===== config.mk =====
export PLATFORM = sky130hd
export DESIGN_NAME = tam_alarm
export DESIGN_NICKNAME = d
export VERILOG_FILES = /design/src/verilog/tam_alarm.v
export VERILOG_INCLUDE_DIRS = /design/src /design/src/verilog
export SDC_FILE = /design/constraint.sdc
export NUM_CORES = 1
export LEC_CHECK = 0
export ABC_CLOCK_PERIOD_IN_PS = 8600
export BUFFER_PORTS_ARGS = -buffer_cell sky130_fd_sc_hd__clkbuf_2
export CAP_MARGIN = 30
export CORE_UTILIZATION = 50
export CTS_CLUSTER_SIZE = 8
export DETAILED_ROUTE_END_ITERATION = 16
export HOLD_SLACK_MARGIN = 0.08
export PLACE_DENSITY = 0.67
export REMOVE_ABC_BUFFERS = 1
export SLEW_MARGIN = 20
export SYNTH_ARGS = -nofsm -noshare
export SYNTH_HDL_FRONTEND = slang
export SYNTH_SLANG_ARGS = --single-unit

===== constraint.sdc =====
create_clock -name aclk -period 8.6 [get_ports aclk]
set_clock_uncertainty 0.2 [all_clocks]
set_input_delay 1.29 -clock aclk [delete_from_list [all_inputs] [get_ports aclk]]
set_output_delay 1.29 -clock aclk [all_outputs]
set_load 0.05 [all_outputs]

===== src/verilog/tam_consts.vh =====
`ifndef TAM_CONSTS_VH
`define TAM_CONSTS_VH

// register byte offsets
`define TAM_OFF_STATUS     8'h00
`define TAM_OFF_CLEAR      8'h04
`define TAM_OFF_ENABLE     8'h08
`define TAM_OFF_CTRL       8'h0c
`define TAM_OFF_SWRESET    8'h10
// window regions, one word per channel, address bits [7:5]
`define TAM_REG_HIGH       3'h2
`define TAM_REG_LOW        3'h3
`define TAM_REG_HYS        3'h4

// control register fields
`define TAM_CTRL_LATCH_DIS 0
`define TAM_CTRL_OUT_EN    1
`define TAM_CTRL_ACNT_LO   2
`define TAM_CTRL_TCNT_LO   5
`define TAM_CTRL_GFLAG     8

// reset values
`define TAM_RST_HIGH       12'hfff
`define TAM_RST_LOW        12'h000
`define TAM_RST_HYS        7'h00
`define TAM_RST_ENABLE     11'h000
`define TAM_RST_ACNT       3'h3
`define TAM_RST_TCNT       2'h2

// channel map and sources
`define TAM_NUM_CHAN       7
`define TAM_NUM_SRC        11
`define TAM_SRC_OVERTEMP   10
`define TAM_CHAN_LOCAL     3'h6

// temperature scale: 8 codes per degree; die over-temperature 150 C, 8 C deadband
`define TAM_TEMP_SHIFT     3
`define TAM_OVERTEMP_CODE  12'h4b0
`define TAM_OVERTEMP_HYS   8'h40

// axi responses
`define TAM_RESP_OKAY      2'h0
`define TAM_RESP_SLVERR    2'h2

`endif

===== src/verilog/tam_alarm.v =====
// The address map and the AXI4-Lite register port were chosen for this implementation.
`include "tam_consts.vh"

module tam_alarm #(
	parameter ADDR_W = 8,
	parameter RES_W  = 12
) (
	// clock and reset
	input  wire              aclk,
	input  wire              aresetn,
	// axi4-lite write address and data
	input  wire              s_axi_awvalid,
	output wire              s_axi_awready,
	input  wire [ADDR_W-1:0] s_axi_awaddr,
	input  wire              s_axi_wvalid,
	output wire              s_axi_wready,
	input  wire [31:0]       s_axi_wdata,
	input  wire [3:0]        s_axi_wstrb,
	// axi4-lite write response
	output reg               s_axi_bvalid,
	input  wire              s_axi_bready,
	output reg  [1:0]        s_axi_bresp,
	// axi4-lite read
	input  wire              s_axi_arvalid,
	output wire              s_axi_arready,
	input  wire [ADDR_W-1:0] s_axi_araddr,
	output reg               s_axi_rvalid,
	input  wire              s_axi_rready,
	output reg  [31:0]       s_axi_rdata,
	output reg  [1:0]        s_axi_rresp,
	// conversion results from the sequencer
	input  wire              res_valid,
	input  wire [2:0]        res_chan,
	input  wire [RES_W-1:0]  res_data,
	// alarm pin and interrupt
	output wire              alarm_o,
	output wire              alarm_oe,
	output wire              irq,
	output wire              global_flag
);

	localparam NS = `TAM_NUM_SRC;
	localparam NC = `TAM_NUM_CHAN;

	// configuration
	reg  [RES_W-1:0] high_th [0:NC-1];
	reg  [RES_W-1:0] low_th  [0:NC-1];
	reg  [6:0]       hys     [0:NC-1];
	reg  [NS-1:0]    source_enable_bit;
	reg              latch_disable;
	reg              alarm_out_en;
	reg  [2:0]       analog_consec_count_sel;
	reg  [1:0]       temp_consec_count_sel;
	reg              soft_rst;

	// monitor state
	reg  [NS-1:0]    status;
	reg  [NS-1:0]    cond;
	reg  [8:0]       cnt [0:NS-1];
	reg  [NS-1:0]    next_cond;
	reg  [8:0]       next_cnt [0:NS-1];
	reg  [NS-1:0]    set_ev;
	reg  [NS-1:0]    clr_mask;

	// bus
	wire             wr_fire;
	wire             rd_fire;
	reg              wr_hit;
	reg  [31:0]      next_rdata;
	reg              rd_hit;
	wire [7:0]       waddr;
	wire [7:0]       raddr;
	wire [2:0]       wch;
	wire [2:0]       rch;
	integer          i;
	integer          j;
	integer          k;

	// source index to result channel
	function [2:0] chan_of;
		input integer s;
		begin
			if (s < 4)
				chan_of = s[2:0];
			else if (s == `TAM_SRC_OVERTEMP)
				chan_of = `TAM_CHAN_LOCAL;
			else
				chan_of = 3'h4 + s[3:1] - 3'h2;
		end
	endfunction

	// consecutive count needed before a source alarms
	function [8:0] need_n;
		input integer s;
		input [2:0]   asel;
		input [1:0]   tsel;
		begin
			if (s == `TAM_SRC_OVERTEMP)
				need_n = 9'h001;
			else if (s < 4)
				need_n = (asel == 3'h0) ? 9'h001 : (9'h002 << asel);
			else
				need_n = 9'h001 << tsel;
		end
	endfunction

	// ---------------- filtering and hysteresis ----------------
	reg  [7:0]  hw;
	reg  [13:0] r_ext;
	reg  [13:0] h_ext;
	reg  [13:0] l_ext;
	reg         viol;
	reg         relieved;
	reg  [2:0]  c;

	always @* begin
		hw = 8'h00;
		r_ext = 14'h0000;
		h_ext = 14'h0000;
		l_ext = 14'h0000;
		viol = 1'b0;
		relieved = 1'b0;
		c = 3'h0;
		set_ev = {NS{1'b0}};
		for (i = 0; i < NS; i = i + 1) begin
			next_cond[i] = cond[i];
			next_cnt[i] = cnt[i];
			c = chan_of(i);
			if (res_valid && res_chan == c) begin
				r_ext = {{(14-RES_W){1'b0}}, res_data};
				h_ext = {{(14-RES_W){1'b0}}, high_th[c]};
				l_ext = {{(14-RES_W){1'b0}}, low_th[c]};
				// temperature deadband in whole degrees, scaled to result codes
				if (i < 4)
					hw = {1'b0, hys[c]};
				else
					hw = {hys[c][4:0], 3'h0};
				// die over-temperature: local result against a fixed limit
				if (i == `TAM_SRC_OVERTEMP) begin
					h_ext = {{(14-RES_W){1'b0}}, `TAM_OVERTEMP_CODE};
					hw = `TAM_OVERTEMP_HYS;
					viol = r_ext > h_ext;
					relieved = r_ext + {6'h00, hw} <= h_ext;
				end else if (i < 4) begin
					viol = (r_ext > h_ext) || (r_ext < l_ext);
					relieved = (r_ext + {6'h00, hw} <= h_ext) && (r_ext >= l_ext + {6'h00, hw});
				end else if (i[0] == 1'b0) begin
					viol = r_ext > h_ext;
					relieved = r_ext + {6'h00, hw} <= h_ext;
				end else begin
					viol = r_ext < l_ext;
					relieved = r_ext >= l_ext + {6'h00, hw};
				end
				// count only while not yet alarmed
				if (viol) begin
					if (!cond[i]) begin
						if (cnt[i] + 9'h001 >= need_n(i, analog_consec_count_sel,
						                              temp_consec_count_sel)) begin
							next_cond[i] = 1'b1;
							next_cnt[i] = 9'h000;
						end else begin
							next_cnt[i] = cnt[i] + 9'h001;
						end
					end
				end else begin
					next_cnt[i] = 9'h000;
					if (cond[i] && relieved)
						next_cond[i] = 1'b0;
				end
				// an active condition re-marks its bit on every result
				set_ev[i] = next_cond[i];
			end
		end
	end

	// filters and conditions restart on either reset
	always @(posedge aclk) begin
		if (!aresetn || soft_rst) begin
			cond <= {NS{1'b0}};
			for (j = 0; j < NS; j = j + 1)
				cnt[j] <= 9'h000;
		end else begin
			cond <= next_cond;
			for (j = 0; j < NS; j = j + 1)
				cnt[j] <= next_cnt[j];
		end
	end

	// ---------------- status ----------------
	always @* begin
		clr_mask = {NS{1'b0}};
		if (rd_fire && raddr == `TAM_OFF_STATUS)
			clr_mask = {NS{1'b1}};
		if (wr_fire && waddr == `TAM_OFF_CLEAR && s_axi_wstrb[0])
			clr_mask = clr_mask | s_axi_wdata[NS-1:0];
	end

	// a new event wins over a read or clear in the same cycle
	always @(posedge aclk) begin
		if (!aresetn || soft_rst)
			status <= {NS{1'b0}};
		else if (latch_disable)
			status <= next_cond;
		else
			status <= (status & ~clr_mask) | set_ev;
	end

	// pin pulled low only with output enable and an enabled bit set
	assign global_flag = |status;
	assign irq = |(status & source_enable_bit);
	assign alarm_oe = alarm_out_en & irq;
	assign alarm_o = 1'b0;

	// ---------------- axi4-lite slave ----------------
	// word addressing; byte lanes below bit 2 ignored
	assign waddr = {s_axi_awaddr[7:2], 2'h0};
	assign raddr = {s_axi_araddr[7:2], 2'h0};
	assign wch = waddr[4:2];
	assign rch = raddr[4:2];
	// address and data taken together, one write outstanding
	assign s_axi_awready = s_axi_awvalid & s_axi_wvalid & ~s_axi_bvalid;
	assign s_axi_wready = s_axi_awready;
	assign wr_fire = s_axi_awready;
	// one read outstanding
	assign s_axi_arready = ~s_axi_rvalid;
	assign rd_fire = s_axi_arvalid & s_axi_arready;

	always @* begin
		wr_hit = (waddr == `TAM_OFF_CLEAR) || (waddr == `TAM_OFF_ENABLE) ||
		         (waddr == `TAM_OFF_CTRL) || (waddr == `TAM_OFF_SWRESET) ||
		         (((waddr[7:5] == `TAM_REG_HIGH) || (waddr[7:5] == `TAM_REG_LOW) ||
		           (waddr[7:5] == `TAM_REG_HYS)) && wch < NC);
	end

	// config writes need the low byte lane
	always @(posedge aclk) begin
		if (!aresetn || soft_rst) begin
			source_enable_bit <= `TAM_RST_ENABLE;
			latch_disable <= 1'b0;
			alarm_out_en <= 1'b0;
			analog_consec_count_sel <= `TAM_RST_ACNT;
			temp_consec_count_sel <= `TAM_RST_TCNT;
			for (k = 0; k < NC; k = k + 1) begin
				high_th[k] <= `TAM_RST_HIGH;
				low_th[k] <= `TAM_RST_LOW;
				hys[k] <= `TAM_RST_HYS;
			end
		end else if (wr_fire && s_axi_wstrb[0]) begin
			if (waddr == `TAM_OFF_ENABLE)
				source_enable_bit <= s_axi_wdata[NS-1:0];
			if (waddr == `TAM_OFF_CTRL) begin
				latch_disable <= s_axi_wdata[`TAM_CTRL_LATCH_DIS];
				alarm_out_en <= s_axi_wdata[`TAM_CTRL_OUT_EN];
				analog_consec_count_sel <= s_axi_wdata[`TAM_CTRL_ACNT_LO +: 3];
				temp_consec_count_sel <= s_axi_wdata[`TAM_CTRL_TCNT_LO +: 2];
			end
			if (wch < NC) begin
				if (waddr[7:5] == `TAM_REG_HIGH)
					high_th[wch] <= s_axi_wdata[RES_W-1:0];
				if (waddr[7:5] == `TAM_REG_LOW)
					low_th[wch] <= s_axi_wdata[RES_W-1:0];
				if (waddr[7:5] == `TAM_REG_HYS)
					hys[wch] <= (wch < 3'h4) ? s_axi_wdata[6:0] : {2'h0, s_axi_wdata[4:0]};
			end
		end
	end

	// software reset: one-cycle pulse after a write of any value
	always @(posedge aclk) begin
		if (!aresetn)
			soft_rst <= 1'b0;
		else
			soft_rst <= wr_fire && s_axi_wstrb[0] && waddr == `TAM_OFF_SWRESET;
	end

	// answer one cycle after the taking edge
	always @(posedge aclk) begin
		if (!aresetn) begin
			s_axi_bvalid <= 1'b0;
			s_axi_bresp <= `TAM_RESP_OKAY;
		end else if (wr_fire) begin
			s_axi_bvalid <= 1'b1;
			s_axi_bresp <= wr_hit ? `TAM_RESP_OKAY : `TAM_RESP_SLVERR;
		end else if (s_axi_bready) begin
			s_axi_bvalid <= 1'b0;
		end
	end

	// unmapped reads answer zero with slave error
	always @* begin
		next_rdata = 32'h0000_0000;
		rd_hit = 1'b1;
		if (raddr == `TAM_OFF_STATUS)
			next_rdata[NS-1:0] = status;
		else if (raddr == `TAM_OFF_ENABLE)
			next_rdata[NS-1:0] = source_enable_bit;
		else if (raddr == `TAM_OFF_CTRL) begin
			next_rdata[`TAM_CTRL_LATCH_DIS] = latch_disable;
			next_rdata[`TAM_CTRL_OUT_EN] = alarm_out_en;
			next_rdata[`TAM_CTRL_ACNT_LO +: 3] = analog_consec_count_sel;
			next_rdata[`TAM_CTRL_TCNT_LO +: 2] = temp_consec_count_sel;
			next_rdata[`TAM_CTRL_GFLAG] = global_flag;
		end else if (raddr == `TAM_OFF_CLEAR || raddr == `TAM_OFF_SWRESET)
			next_rdata = 32'h0000_0000;
		else if (rch < NC && raddr[7:5] == `TAM_REG_HIGH)
			next_rdata[RES_W-1:0] = high_th[rch];
		else if (rch < NC && raddr[7:5] == `TAM_REG_LOW)
			next_rdata[RES_W-1:0] = low_th[rch];
		else if (rch < NC && raddr[7:5] == `TAM_REG_HYS)
			next_rdata[6:0] = hys[rch];
		else
			rd_hit = 1'b0;
	end

	always @(posedge aclk) begin
		if (!aresetn) begin
			s_axi_rvalid <= 1'b0;
			s_axi_rdata <= 32'h0000_0000;
			s_axi_rresp <= `TAM_RESP_OKAY;
		end else if (rd_fire) begin
			s_axi_rvalid <= 1'b1;
			s_axi_rdata <= next_rdata;
			s_axi_rresp <= rd_hit ? `TAM_RESP_OKAY : `TAM_RESP_SLVERR;
		end else if (s_axi_rready) begin
			s_axi_rvalid <= 1'b0;
		end
	end

endmodule // tam_alarm


==> flow_metrics.env <==
export IMPL_outcome="finished clean"
export IMPL_post_dp_hpwl_mm=76.6
export IMPL_routed_wl_mm=103
export IMPL_holdCritPathClass="reg2reg"
export IMPL_dieHeight_um=249
export IMPL_syn_to_final_growth_pct=8.84
export IMPL_final_cell_mix="ha_1, inv_1, nor2_1"
export IMPL_reg2regPathDepth=19
export IMPL_pwr_share_comb_pct=16.6
export IMPL_grt_use_met2_pct=51.9
export IMPL_dieArea_um2=61900
export IMPL_io_buffer_count=69
export IMPL_numClockSinks=380
export IMPL_rows=90
export IMPL_worstPathMaxFanout=10
export IMPL_cts_tree="built"
export IMPL_final_hold_violation_count=0
export IMPL_netlist_top_cells_area="ha_1, edfxtp_1, dfxtp_1, mux4_2, inv_1"
export IMPL_synth_async_reset_ratio_pct=0
export IMPL_cts_setup_buffers=0
export IMPL_drive_gt1_share_pct=8.39
export IMPL_sw_frac_of_total_pct=29.3
export IMPL_finalSetupViolations=0
export IMPL_finalCritPeriodShare_pct=65.6
export IMPL_insertion_delay_ns=0.62
export IMPL_top_usage_layer="met2"
export IMPL_whs_ns=0.249
export IMPL_switchingPower_mw=1.39
export IMPL_cts_buffers=53
export IMPL_synth_top_area_share_pct=19.4
export IMPL_p_total_mw=4.73
export IMPL_worstPathArrival_ns=5.94
export IMPL_synth_edff_count=193
export IMPL_layout_setup_ws_ns=2.96
export IMPL_required_ns=8.90
export IMPL_final_util_pct=55.0
export IMPL_critPathBufInv=2
export IMPL_worst_slew_pin_slew_ns=1.03
export IMPL_clk_path_buf_depth=3
export IMPL_max_cap_violations=0
export IMPL_dr_pass1_iters=6
export IMPL_ir_worst_vdd_uv=137
export IMPL_use_met1_pct=43.5
export IMPL_internal_power_mw=3.34
export IMPL_ys_warn_count=0
export IMPL_leakage_nw=14.8
export IMPL_ios=120
export IMPL_core_um2=60200
export IMPL_grt_usage_pct=32.9
export IMPL_synth_area_leader_cell="ha_1"
export IMPL_die_x_um=249
export IMPL_root_buffer="clkbuf_16"
export IMPL_end_kind="flop"
export IMPL_fmax_mhz=177
export IMPL_p_clk_share_pct=41.7
export IMPL_r2r_setup_slack_ns=3.54
export IMPL_crit_slowest_cell="o21ai_0"
export IMPL_grt_overflow=0
export IMPL_ys_seq_area_share_pct=31.3
export IMPL_layout_min_cycle_time_ns=5.64
export IMPL_netlist_area_um2=30400
export IMPL_seqPwrFrac_pct=41.7
export IMPL_crit_chain="clkbuf_2 > ha_1 > inv_1 > fa_1 > nor2b_1 > o31a_1 > o21a_1 > o21a_1 > o21ai_0 > nor2_1 > xor2_1 > ha_1 > a21o_1 > a221oi_1 > o21ai_0 > a21oi_1 > a41oi_1 > or3_1 > or3_1 > a41o_1"
export IMPL_grt_setup_unrepaired="false"
export IMPL_holdPathStages=2
export IMPL_via_per_inst=6.34
export IMPL_holdPathEnd="cnt[1][8]$_SDFFE_PP0P_"
export IMPL_start_kind="input pin"
export IMPL_path_clk_slew_ns=0.05
export IMPL_h_tree_depth=2
export IMPL_cts_resized=0
export IMPL_drc=0
export IMPL_synth_cells=3300
export IMPL_pre_cts_slack_ns=2.46
export IMPL_first_global_vias=26000
export IMPL_cp_top_family="compound AO/OA/AOI/OAI gates"
export IMPL_drtIter0Drc=2736
export IMPL_nets=3926
export IMPL_antenna_found_initial=8
export IMPL_drtAntennaViolNets=0
export IMPL_synth_distinct_cells=79
export IMPL_slew_headroom_pct=30.8
export IMPL_ys_flop_type="edfxtp_1"
export IMPL_rr_endpoint="status[0]$_SDFF_PP0_"
export IMPL_worstReg2RegStart="hys[0][0]$_SDFFCE_PN0P_"
export IMPL_syn_area_per_cell_um2=9.22
export IMPL_ys_ff_latch=380
export IMPL_powerDensity_nw_per_um2=143
export IMPL_gp_congestion=0.993
export IMPL_layout_commonest_cell="ha_1"
export IMPL_grt_pass1_wl_mm=155
export IMPL_finalSetupTns_ns=0
export IMPL_grt_max_degree=55
export IMPL_holdBufCountCts=0
export IMPL_initial_core_util_pct=50.5
export IMPL_vias=26500
export IMPL_grtUsageMet3_pct=5.39
export IMPL_final_max_slew_viol_count=0
export IMPL_crit_path_max_incr_delay_ns=0.54
export IMPL_wl_per_cell_um=24.6
export IMPL_crit_type="in2reg"
export IMPL_min_delay_start="cnt[1][8]$_SDFFE_PP0P_"
logic make-up after synthesis:
logic type	after synthesis	synth area share, %
multiplexers	105	5.34
XOR/XNOR	146	4.20
other	1	0.0123
AO/OA/AOI/OAI	761	16.4
buffers and inverters	409	5.41
flip-flops	380	31.3
AND/OR/NAND/NOR	1011	16.9
adder cells (fa/ha/maj)	487	20.3
metal layers:
metal	vias to the layer above	part of all wire, %	wire length, um
met5	-	0.032	33
met4	4	6.0	6210
met3	351	8.9	9140
met2	1292	44	45200
met1	12700	41	42400
li1	12200	-	-
power groups by stage:
| stage | sequential (mW) | clock, mW | combinational (mW) |
|---|---|---|---|
| floorplan | 2.00 | 0 | 0.451 |
| finish | 1.97 | 1.97 | 0.785 |
| global placement | 2.00 | 0 | 0.729 |
| global route | 1.97 | 2.06 | 0.849 |
| CTS | 1.97 | 1.99 | 0.766 |
| detailed placement | 2.01 | 0 | 0.760 |
layout make-up:
class / instances / area, um2
inverters: 268 / 1010
clock inverters: 3 / 37.5
repair buffers: 121 / 729
diodes: 1 / 2.50
clock buffers: 82 / 1450
well taps: 782 / 978
multi-input cells: 2542 / 19400
fillers: 5334 / 27100
flip-flops and latches: 380 / 9540
how the worst max path moves through the flow:
stage               cells past startpoint  slack (ns)   startpoint                          end
CTS                                    20        3.09  res_data[0]         status[0]$_SDFF_PP0_
finish                                 20        2.96  res_data[0]         status[0]$_SDFF_PP0_
detailed placement                     20        2.46  res_data[0]         status[0]$_SDFF_PP0_
floorplan                               3        2.72      aresetn  high_th[0][0]$_SDFFCE_PN1P_
global placement                       20        2.56  res_data[0]         status[0]$_SDFF_PP0_
global route                           20        2.77  res_data[0]         status[0]$_SDFF_PP0_
through the flow:
stage	instances	area, um2
2_1_floorplan	3190	29900
3_3_place_gp	4084	31600
3_5_place_dp	4091	31600
4_1_cts	4176	33100
5_1_grt	4179	33100
6_report	4179	33100
tightest hold or removal path, cell delays in order, from the launching register on:
cell	delay, ns
dfxtp_1	0.31
nand2_1	0.05
nand2_1	0.04
Yosys cell counts (13+ instances only):
cell / n
o31ai_1: 18
buf_4: 24
nand4_1: 50
buf_2: 18
a21oi_1: 191
and3_1: 86
o21ai_0: 155
nor2_1: 224
o211ai_1: 33
fa_1: 14
nor4_1: 21
nand3_1: 99
xor2_1: 37
buf_1: 14
edfxtp_1: 193
mux4_2: 45
ha_1: 471
o22ai_1: 24
a31oi_1: 18
dfxtp_1: 187
xnor2_1: 109
nor2b_1: 44
o2111ai_1: 13
a211oi_1: 38
o21a_1: 32
mux2i_1: 50
and2_1: 48
o21bai_1: 23
a21o_1: 95
or3_1: 36
nor3_1: 54
clkbuf_1: 85
nand2_1: 205
nand2b_1: 61
or2_2: 38
inv_1: 267
flip-flops by register name, summed over array words and instances (netlist names):
register	cells
alarm_out_en	1
analog_consec_count_sel	3
low_th	84
s_axi_bvalid	1
high_th	84
source_enable_bit	11
s_axi_rdata	12
s_axi_bresp	1
hys	56
soft_rst	1
status	11
temp_consec_count_sel	2
cond	11
latch_disable	1
s_axi_rresp	1
cnt	99
s_axi_rvalid	1
No activity file was read; power rests on OpenSTA's default activity.
